--- config.mk ---
export PLATFORM = sky130hd
export DESIGN_NAME = synth_function_clock_regs
export DESIGN_NICKNAME = d
export VERILOG_FILES = /design/src/pkg/sfcr_pkg.sv /design/src/verilog/synth_function_clock_regs.sv /design/src/verilog/sfcr_shifter.sv /design/src/verilog/sfcr_lock_detect.sv
export SDC_FILE = /design/constraint.sdc
export NUM_CORES = 1
export LEC_CHECK = 0
export ABC_AREA = 1
export ABC_CLOCK_PERIOD_IN_PS = 1500
export BUFFER_PORTS_ARGS = -buffer_cell sky130_fd_sc_hd__buf_2
export CAP_MARGIN = 5
export CORE_MARGIN = 3
export CORE_UTILIZATION = 51
export CTS_BUF_LIST = sky130_fd_sc_hd__clkbuf_2 sky130_fd_sc_hd__clkbuf_4 sky130_fd_sc_hd__clkbuf_8
export CTS_CLUSTER_DIAMETER = 60
export CTS_CLUSTER_SIZE = 40
export DETAILED_ROUTE_END_ITERATION = 16
export HOLD_SLACK_MARGIN = 0.05
export PLACE_DENSITY = 0.83
export SYNTH_ARGS = -nofsm -noshare
export SYNTH_HDL_FRONTEND = slang
export SYNTH_SLANG_ARGS = --single-unit
export TNS_END_PERCENT = 1
--- constraint.sdc ---
create_clock -name clk_sys -period 1.5 [get_ports clk_sys]
set_input_delay 0.15 -clock clk_sys [delete_from_list [all_inputs] [get_ports clk_sys]]
set_output_delay 0.15 -clock clk_sys [all_outputs]
set_load 0.02 [all_outputs]
--- src/pkg/sfcr_pkg.sv ---
// Constants, field layouts and types of the function and clock register bank.
// Assumes a single 50 MHz system clock and a synchronous active-high reset.
package sfcr_pkg;

   // ==========================================================================
   // Clock and timing
   // ==========================================================================
   localparam int unsigned CLK_SYS_HZ     = 50_000_000;
   localparam int unsigned NSEL_DELAY_PFD = 4;

   // ==========================================================================
   // Control bit patterns in the low three bits of a word
   // ==========================================================================
   localparam logic [2:0] CTRL_INT_FRAC = 3'h0;
   localparam logic [2:0] CTRL_FUNCTION = 3'h3;
   localparam logic [2:0] CTRL_CLOCK    = 3'h4;
   localparam int unsigned WORD_BITS    = 32;

   // ==========================================================================
   // Field positions and encodings
   // ==========================================================================
   localparam int unsigned INTFRAC_MUX_LSB        = 27;
   localparam logic [4:0]  MOD_MODE_NORMAL        = 5'h00;
   localparam logic [4:0]  MOD_MODE_INTEGER       = 5'h0E;
   localparam logic [1:0]  RAMP_MODE_SINGLE_BURST = 2'h3;
   localparam logic [1:0]  CLKDIV_MODE_NONE       = 2'h0;

   // ==========================================================================
   // Lock detector
   // ==========================================================================
   localparam int unsigned LD_SAMPLE_EVERY = 32;
   localparam int unsigned LD_GOOD_NEEDED  = 5;
   localparam logic [7:0]  LD_COARSE_NS    = 8'h0E;
   localparam logic [7:0]  LD_FINE_NS      = 8'h06;
   localparam logic [7:0]  LD_UNLOCK_NS    = 8'h16;

   // ==========================================================================
   // Register layouts
   // ==========================================================================
   typedef struct packed {
      logic [6:0] rsvd_hi;
      logic [2:0] bleed_current_level;
      logic       bleed_enable;
      logic [2:0] rsvd_mid;
      logic       rsvd_one;
      logic       loss_of_lock_mode;
      logic       int_load_align;
      logic       sd_reset_inhibit;
      logic [1:0] rsvd_lo;
      logic [1:0] ramp_mode;
      logic       psk_enable;
      logic       fsk_enable;
      logic       lock_precision_select;
      logic       pd_polarity;
      logic       power_down;
      logic       cp_three_state;
      logic       counter_reset;
      logic [2:0] ctrl;
   } sfcr_func_t;

   typedef struct packed {
      logic        latch_sync_select;
      logic [4:0]  modulator_mode;
      logic [4:0]  ramp_status;
      logic [1:0]  clock_divider_mode;
      logic [11:0] second_timer_divider;
      logic        clk_div_select;
      logic [2:0]  rsvd;
      logic [2:0]  ctrl;
   } sfcr_clock_t;

   typedef struct packed {
      logic       strobe;
      logic [7:0] width_ns;
   } sfcr_pulse_t;

   localparam logic [31:0] FUNC_RESET  = 32'h0002_0003;
   localparam logic [31:0] CLOCK_RESET = 32'h0000_0004;
   localparam logic [11:0] DIV_RESET   = 12'h000;

endpackage : sfcr_pkg

--- src/verilog/synth_function_clock_regs.sv ---
// Function and clock register bank of a fractional-N synthesizer.
// Assumes synchronous pin inputs, a one-cycle reference tick, a one-cycle PFD
// tick and an upstream PFD pulse width measurement.

// Operation
// (RQ1) Control pattern 011 loads function register.
// (RQ2) Host writes reserved zeros, bit seventeen one.
// (RQ3) Bleed level bits 24-22, enabled by 21.
// (RQ4) Bit 16 selects loss-of-lock indication mode.
// (RQ5) Bit 15 delays integer load to align.
// (RQ6) Bit 14 clear resets modulator on writes.
// (RQ7) Bits 11-10 select ramp waveform type.
// (RQ8) Bit 9 enables PSK, bit 8 FSK.
// (RQ9) Every 32nd pulse measured, five narrow lock.
// (RQ10) Lock holds until wide pulse, write, powerdown.
// (RQ11) Bit 6 sets phase detector polarity.
// (RQ12) Power-down keeps registers, stops counters, pump.
// (RQ13) Bit 4 three-states the charge pump.
// (RQ14) Bit 3 holds RF counters in reset.
// (RQ15) Control pattern 100 loads clock register.
// (RQ16) Bit 31 syncs load enable to reference.
// (RQ17) Modulator mode 01110 gives integer-N, features off.
// (RQ18) Host zeros fraction, then pulses counter reset.
// (RQ19) Bits 25-21 select ramp status output.
// (RQ20) Host sets mux select ones for readback.
// (RQ21) Bits 20-19 select divider mode, 00 none.
// (RQ22) Bits 18-7 load second timer divider.
// (RQ23) Ramp mode 11 is single ramp burst.
// (RQ24) Int/frac bits 30-27 select test mux source.
// (RQ25) Word shifted MSB first, latched on load enable.
module synth_function_clock_regs
(
   input  wire logic                 clk_sys,
   input  wire logic                 reset,
   input  wire logic                 ser_clk_pin,
   input  wire logic                 ser_data_pin,
   input  wire logic                 load_enable_pin,
   input  wire logic                 ref_tick,
   input  wire logic                 pfd_tick,
   input  sfcr_pkg::sfcr_pulse_t     pfd_pulse,
   output sfcr_pkg::sfcr_func_t      function_control,
   output sfcr_pkg::sfcr_clock_t     clock_ramp_config,
   output logic [31:0]               loaded_word,
   output logic                      loaded_word_strobe,
   output logic [2:0]                bleed_current_level,
   output logic                      bleed_active,
   output logic                      loss_of_lock_mode,
   output logic                      int_load_strobe,
   output logic                      frac_load_strobe,
   output logic                      modulator_reset,
   output logic [1:0]                ramp_mode,
   output logic                      ramp_enable,
   output logic                      single_ramp_burst,
   output logic                      psk_enable,
   output logic                      fsk_enable,
   output logic                      phase_adjust_enable,
   output logic                      lock_detect,
   output logic                      pd_polarity,
   output logic                      power_down,
   output logic                      cp_three_state,
   output logic                      rf_counter_reset,
   output logic                      rf_counter_load,
   output logic                      modulator_disable,
   output logic [4:0]                ramp_status,
   output logic                      ramp_divider_select,
   output logic                      fast_lock_divider_select,
   output logic [11:0]               second_timer_divider,
   output logic [11:0]               second_timer_divider_alt,
   output logic [3:0]                test_mux_select
);
   import sfcr_pkg::*;

   // ==========================================================================
   // Helpers
   // ==========================================================================
   function automatic logic targets(input logic [31:0] word, input logic [2:0] code);
      targets = (word[2:0] == code);
   endfunction : targets

   // ==========================================================================
   // Serial port
   // ==========================================================================
   logic [31:0] shift_word;
   logic        ld_rise;

   sfcr_shifter u_shifter
   (
      .clk_sys         (clk_sys),
      .reset           (reset),
      .ser_clk_pin     (ser_clk_pin),
      .ser_data_pin    (ser_data_pin),
      .load_enable_pin (load_enable_pin),
      .shift_q         (shift_word),
      .ld_rise         (ld_rise)
   );

   // ==========================================================================
   // Latch timing, optionally aligned to the reference
   // ==========================================================================
   sfcr_func_t  func_q;
   sfcr_clock_t clock_q;
   logic [31:0] held_word_q;
   logic        sync_pending_q;
   logic [11:0] div_main_q;
   logic [11:0] div_alt_q;
   logic [3:0]  mux_sel_q;
   logic [31:0] word_out_q;
   logic        word_strobe_q;

   // The word is captured at the load enable edge so that bits shifted in while
   // waiting for the reference tick do not corrupt the pending word.
   wire         sync_mode   = clock_q.latch_sync_select;
   wire         commit_now  = ld_rise & ~sync_mode;
   wire         commit_sync = sync_pending_q & ref_tick; // RQ16
   wire         commit      = commit_now | commit_sync;
   wire [31:0]  commit_word = commit_sync ? held_word_q : shift_word;

   wire         hit_func    = commit & targets(commit_word, CTRL_FUNCTION); // RQ1
   wire         hit_clock   = commit & targets(commit_word, CTRL_CLOCK); // RQ15
   wire         hit_intfrac = commit & targets(commit_word, CTRL_INT_FRAC);
   wire         new_clk_sel = commit_word[6];

   always_ff @(posedge clk_sys)
   begin
      if (reset)
      begin
         held_word_q    <= 32'h0000_0000;
         sync_pending_q <= 1'b0;
      end
      else
      begin
         if (ld_rise & sync_mode)
         begin
            held_word_q <= shift_word;
         end
         if (ld_rise & sync_mode)
         begin
            sync_pending_q <= 1'b1; // RQ16
         end
         else if (commit_sync)
         begin
            sync_pending_q <= 1'b0;
         end
      end
   end

   // ==========================================================================
   // Register bank, kept through power-down
   // ==========================================================================
   always_ff @(posedge clk_sys)
   begin
      if (reset)
      begin
         func_q        <= FUNC_RESET;
         clock_q       <= CLOCK_RESET;
         div_main_q    <= DIV_RESET;
         div_alt_q     <= DIV_RESET;
         mux_sel_q     <= 4'h0;
         word_out_q    <= 32'h0000_0000;
         word_strobe_q <= 1'b0;
      end
      else
      begin
         word_strobe_q <= commit;
         if (commit)
         begin
            word_out_q <= commit_word; // RQ25
         end
         if (hit_func)
         begin
            func_q <= commit_word; // RQ12
         end
         if (hit_clock)
         begin
            clock_q <= commit_word;
         end
         if (hit_clock & ~new_clk_sel)
         begin
            div_main_q <= commit_word[18:7]; // RQ22
         end
         if (hit_clock & new_clk_sel)
         begin
            div_alt_q <= commit_word[18:7]; // RQ22
         end
         if (hit_intfrac)
         begin
            mux_sel_q <= commit_word[INTFRAC_MUX_LSB +: 4]; // RQ24
         end
      end
   end

   // ==========================================================================
   // Integer/fraction load alignment and modulator reset
   // ==========================================================================
   logic [2:0] nsel_cnt_q;
   logic       nsel_wait_q;
   logic       int_load_q;
   logic       frac_load_q;
   logic       mod_reset_q;

   wire nsel_done = nsel_wait_q & pfd_tick & (nsel_cnt_q == 3'(NSEL_DELAY_PFD - 1));

   always_ff @(posedge clk_sys)
   begin
      if (reset)
      begin
         nsel_cnt_q  <= 3'h0;
         nsel_wait_q <= 1'b0;
         int_load_q  <= 1'b0;
         frac_load_q <= 1'b0;
         mod_reset_q <= 1'b0;
      end
      else
      begin
         frac_load_q <= hit_intfrac;
         mod_reset_q <= hit_intfrac & ~func_q.sd_reset_inhibit; // RQ6
         int_load_q  <= (hit_intfrac & ~func_q.int_load_align) | nsel_done; // RQ5
         if (hit_intfrac & func_q.int_load_align)
         begin
            nsel_wait_q <= 1'b1; // RQ5
            nsel_cnt_q  <= 3'h0;
         end
         else if (nsel_done)
         begin
            nsel_wait_q <= 1'b0;
         end
         else if (nsel_wait_q & pfd_tick)
         begin
            nsel_cnt_q <= nsel_cnt_q + 3'h1;
         end
      end
   end

   // ==========================================================================
   // Lock detect
   // ==========================================================================
   wire lock_clear = hit_intfrac | func_q.power_down; // RQ10

   sfcr_lock_detect u_lock
   (
      .clk_sys   (clk_sys),
      .reset     (reset),
      .pulse     (pfd_pulse),
      .precision (func_q.lock_precision_select),
      .clear     (lock_clear),
      .lock_q    (lock_detect)
   );

   // ==========================================================================
   // Decoded controls
   // ==========================================================================
   wire int_mode = (clock_q.modulator_mode == MOD_MODE_INTEGER); // RQ17

   assign function_control         = func_q;
   assign clock_ramp_config        = clock_q;
   assign loaded_word              = word_out_q;
   assign loaded_word_strobe       = word_strobe_q;
   assign bleed_current_level      = func_q.bleed_current_level; // RQ3
   assign bleed_active             = func_q.bleed_enable; // RQ3
   assign loss_of_lock_mode        = func_q.loss_of_lock_mode; // RQ4
   assign int_load_strobe          = int_load_q;
   assign frac_load_strobe         = frac_load_q;
   assign modulator_reset          = mod_reset_q;
   assign ramp_mode                = func_q.ramp_mode; // RQ7
   assign ramp_enable              = ~int_mode; // RQ17
   assign single_ramp_burst        = (func_q.ramp_mode == RAMP_MODE_SINGLE_BURST); // RQ23
   assign psk_enable               = func_q.psk_enable & ~int_mode; // RQ8
   assign fsk_enable               = func_q.fsk_enable & ~int_mode; // RQ8
   assign phase_adjust_enable      = ~int_mode; // RQ17
   assign pd_polarity              = func_q.pd_polarity; // RQ11
   assign power_down               = func_q.power_down; // RQ12
   assign cp_three_state           = func_q.cp_three_state | func_q.power_down; // RQ13
   assign rf_counter_reset         = func_q.counter_reset; // RQ14
   assign rf_counter_load          = func_q.power_down; // RQ12
   assign modulator_disable        = int_mode; // RQ17
   assign ramp_status              = clock_q.ramp_status; // RQ19
   assign ramp_divider_select      = (clock_q.clock_divider_mode != CLKDIV_MODE_NONE) & ~clock_q.clock_divider_mode[1]; // RQ21
   assign fast_lock_divider_select = clock_q.clock_divider_mode[1]; // RQ21
   assign second_timer_divider     = div_main_q;
   assign second_timer_divider_alt = div_alt_q;
   assign test_mux_select          = mux_sel_q; // RQ24

endmodule : synth_function_clock_regs

--- src/verilog/sfcr_shifter.sv ---
// Serial input shift register of the three-wire programming port.
// Assumes pin inputs already synchronous to clk_sys.
module sfcr_shifter
(
   input  wire logic        clk_sys,
   input  wire logic        reset,
   input  wire logic        ser_clk_pin,
   input  wire logic        ser_data_pin,
   input  wire logic        load_enable_pin,
   output logic [31:0]      shift_q,
   output logic             ld_rise
);
   import sfcr_pkg::*;

   logic ser_clk_prev_q;
   logic ld_prev_q;
   wire  ser_clk_rise = ser_clk_pin & ~ser_clk_prev_q;

   assign ld_rise = load_enable_pin & ~ld_prev_q;

   // ==========================================================================
   // Shift, most significant bit first
   // ==========================================================================
   always_ff @(posedge clk_sys)
   begin
      if (reset)
      begin
         ser_clk_prev_q <= 1'b0;
         ld_prev_q      <= 1'b0;
         shift_q        <= 32'h0000_0000;
      end
      else
      begin
         ser_clk_prev_q <= ser_clk_pin;
         ld_prev_q      <= load_enable_pin;
         if (ser_clk_rise)
         begin
            shift_q <= {shift_q[30:0], ser_data_pin}; // RQ25
         end
      end
   end

endmodule : sfcr_shifter

--- src/verilog/sfcr_lock_detect.sv ---
// Digital lock detector working on measured PFD pulse widths.
// Assumes an upstream timer reports each combined up/down pulse width in ns.
module sfcr_lock_detect
(
   input  wire logic                 clk_sys,
   input  wire logic                 reset,
   input  sfcr_pkg::sfcr_pulse_t     pulse,
   input  wire logic                 precision,
   input  wire logic                 clear,
   output logic                      lock_q
);
   import sfcr_pkg::*;

   logic [4:0] pulse_cnt_q;
   logic [2:0] good_cnt_q;

   wire       measure  = pulse.strobe & (pulse_cnt_q == 5'(LD_SAMPLE_EVERY - 1)); // RQ9
   wire [7:0] limit_ns = precision ? LD_FINE_NS : LD_COARSE_NS;
   wire       narrow   = pulse.width_ns < limit_ns;
   wire       wide     = pulse.width_ns > LD_UNLOCK_NS;
   wire       reach    = narrow & (good_cnt_q == 3'(LD_GOOD_NEEDED - 1));

   always_ff @(posedge clk_sys)
   begin
      if (reset | clear)
      begin
         pulse_cnt_q <= 5'h00;
         good_cnt_q  <= 3'h0;
         lock_q      <= 1'b0; // RQ10
      end
      else if (pulse.strobe)
      begin
         pulse_cnt_q <= pulse_cnt_q + 5'h01;
         if (measure)
         begin
            good_cnt_q <= narrow ? (reach ? good_cnt_q : good_cnt_q + 3'h1) : 3'h0; // RQ9
            if (wide)
            begin
               lock_q <= 1'b0; // RQ10
            end
            else if (reach)
            begin
               lock_q <= 1'b1; // RQ9
            end
         end
      end
   end

endmodule : sfcr_lock_detect

==> impl_metrics.env <==
export IMPL_tightest_slew_ns=0.672
export IMPL_cts_sinks=208
export IMPL_vias=7444
export IMPL_finalSetupViolations=9
export IMPL_maxSlewHeadroom=0.551
export IMPL_final_max_slew_violation_count=0
export IMPL_syn_inst=1108
export IMPL_diodes=0
export IMPL_max_clock_freq_ghz=0.616
export IMPL_htree_levels=1
export IMPL_grt_max_degree=66
export IMPL_grt_pass1_vias=6428
export IMPL_status="finished, violations left"
export IMPL_synthFlopType="dfxtp_1"
export IMPL_fin_crit_ns=1.62
export IMPL_syn_nets=1131
export IMPL_period_share=1.08
export IMPL_synth_ff_latch_count=208
export IMPL_port_buffers=169
export IMPL_cts_buffer_depth=3
export IMPL_cts_root_buf="clkbuf_8"
export IMPL_wl_per_cell_um=13.7
export IMPL_required_ns=1.35
export IMPL_rows=45
export IMPL_grt_usage=0.219
export IMPL_drt_pass1_iter_count=5
export IMPL_yosys_mux_area_fraction=0
export IMPL_initial_core_util=0.530
export IMPL_regArea_sq_um=4170
export IMPL_yosysSeqAreaShare=0.507
export IMPL_worst_setup_path_end_kind="primary output"
export IMPL_synthDominantCellAreaShare=0.507
export IMPL_hpwl_um=14000
export IMPL_power_leakage_nw=4.60
export IMPL_placed_area_sq_um=9400
export IMPL_via_per_inst=4.96
export IMPL_synthTopCellsByCount="nor2_1, dfxtp_1, nand2_1"
export IMPL_synth_edf_count=0
export IMPL_synthXorXnorAreaFrac=0.00427
export IMPL_die_h_um=133
export IMPL_vdd_drop_max_mv=0.500
export IMPL_grt_overflow=0
export IMPL_yosys_area_share_adder=0.0107
export IMPL_core_area_sq_um=15500
export IMPL_synthTopCellsByArea="dfxtp_1, nor2_1, nand2_1"
export IMPL_fillCellCount=1326
export IMPL_dieArea_sq_um=17700
export IMPL_fin_ws_ns=-0.122
export IMPL_final_area_sq_um=9970
export IMPL_final_hold_violation_count=0
export IMPL_violations="negative setup slack"
export IMPL_routabilityCongestion=0.808
export IMPL_crit_arrival_ns=1.47
export IMPL_num_io_pins=170
export IMPL_synthSimpleGateAreaFrac=0.229
export IMPL_synthesis_area_sq_um=8210
export IMPL_tns_ns=-0.501
export IMPL_yosys_area_top_type="dfxtp_1"
export IMPL_die_w_um=133
export IMPL_power_density_nw_per_um2=1040
export IMPL_layout_nets=1303
export IMPL_multi_input_area_sq_um=3320
export IMPL_cts_tree="yes"
export IMPL_rsz0062_at_grt="yes"
export IMPL_final_layout_size_suffix_gt1_frac=0.230
export IMPL_path_class="reg2out"
export IMPL_drc=0
export IMPL_grt_pass1_wl_um=32400
export IMPL_clk_pin_slew_ns=0.13
export IMPL_synth_top_family_by_area="simple AND/OR/NAND/NOR gates"
export IMPL_hold_path_class="in2reg"
export IMPL_drtAntennaViolNets=0
export IMPL_clock_latency_ns=0.52
export IMPL_yosys_cell_types_count=28
export IMPL_synthToLayoutAreaGrowth_pct=21.4
export IMPL_yosysMostFrequentCell="nor2_1"
export IMPL_cap_violations=0
export IMPL_synth_compound_area_frac=0.151
export IMPL_drt_iter0_markers=627
export IMPL_finalPower_mw=10.3
export IMPL_syn_avg_cell_area_sq_um=7.41
export IMPL_fin_worst_skew_ns=0.0392
export IMPL_grt_antenna_before_repair=0
export IMPL_cp_start_kind="flop"
export IMPL_routed_wl_um=20600
export IMPL_synth_warnings=0
export IMPL_cts_made_buffers=15
export IMPL_finish_utilization=0.644
export IMPL_async_reset_ff_frac=0
export IMPL_hold_ws_ns=0.119
export IMPL_cp_max_fo=3
==> layout make-up <==
| cell class | instances | area share |
|---|---|---|
| clock buffers | 16 | 0.0221 |
| clock inverters | 10 | 0.00929 |
| inverters | 81 | 0.0308 |
| multi-input cells | 729 | 0.333 |
| flip-flops and latches | 208 | 0.419 |
| well taps | 211 | 0.0265 |
| repair buffers | 245 | 0.160 |
==> layer usage <==
layer  part of all wire  up-vias  track usage
met5                  0        -            0
li1                   -     3837            -
met1               0.45     3361        0.302
met3              0.059       30       0.0319
met2               0.47      216        0.360
met4              0.021        0       0.0566
==> sequential cells by signal, summed over array words and instances (netlist names), 2 cells and up <==
| name | flops |
|---|---|
| held_word_q | 32 |
| loaded_word | 32 |
| u_shifter.shift_q | 32 |
| clock_ramp_config | 26 |
| function_control | 22 |
| second_timer_divider | 12 |
| second_timer_divider_alt | 12 |
| ramp_status | 5 |
| u_lock.pulse_cnt_q | 5 |
| test_mux_select | 4 |
| bleed_current_level | 3 |
| nsel_cnt_q | 3 |
| u_lock.good_cnt_q | 3 |
| ramp_mode | 2 |
==> power breakdown <==
group / total [mW] / switching [mW] / internal (mW) / leakage, nW
combinational: 1.40 / 0.903 / 0.500 / 2.74
clock: 3.03 / 1.93 / 1.10 / 0.160
sequential: 5.89 / 0.137 / 5.75 / 1.70
==> worst max-delay path: stages, from the launching register on <==
cell and delay, ns:
dfxtp_2 0.35, nor2_2 0.09, nand4_1 0.17, inv_2 0.16, nor2_1 0.05, buf_4 0.15
==> stage by stage <==
stage          setup slack [ns]  std cells
2_1_floorplan            0.0861       1108
5_1_grt                  -0.218       1500
3_5_place_dp             -0.125       1459
3_3_place_gp            -0.0735       1459
6_report                 -0.122       1500
4_1_cts                  -0.154       1499
==> timing repair <==
item                       4_1_cts  5_1_grt
setup endpoints to repair       50      107
pin swaps                        0        4
hold endpoints to repair        17        0
setup buffers                    2        1
hold buffers                    12        0
gates resized for setup         11       29
==> worst paths after layout <==
check | startpoint | endpoint | slack, ns | cells after the start
setup / recovery | clock_ramp_config[26]$_SDFFE_PP0N_ | psk_enable | -0.12 | 5
hold / removal | pfd_pulse[2] | u_lock.good_cnt_q[1]$_SDFFE_PP0P_ | 0.12 | 6
setup reg to reg | u_shifter.ld_prev_q$_SDFF_PP0_ | function_control[17]$_SDFFE_PP1P_ | -0.04 | 9
hold reg to reg | held_word_q[27]$_SDFFE_PP0P_ | held_word_q[27]$_SDFFE_PP0P_ | 0.45 | 2
==> cells in the final DEF, fill, tap and decap left out, types with 16 or more instances in the layout <==
master and instances:
nand2_1 197, dfxtp_1 201, buf_4 51, clkbuf_8 16, nor2_1 213, nand3_1 33
o21ai_0 109, a21oi_1 127, inv_1 77, buf_2 166
==> cell families after synthesis <==
kind of cell,Yosys count
compound gates,244
xor+xnor,4
fa+ha+maj,7
buf+inv,171
flops,208
simple gates,474
Power figures use the tool's default switching activity.
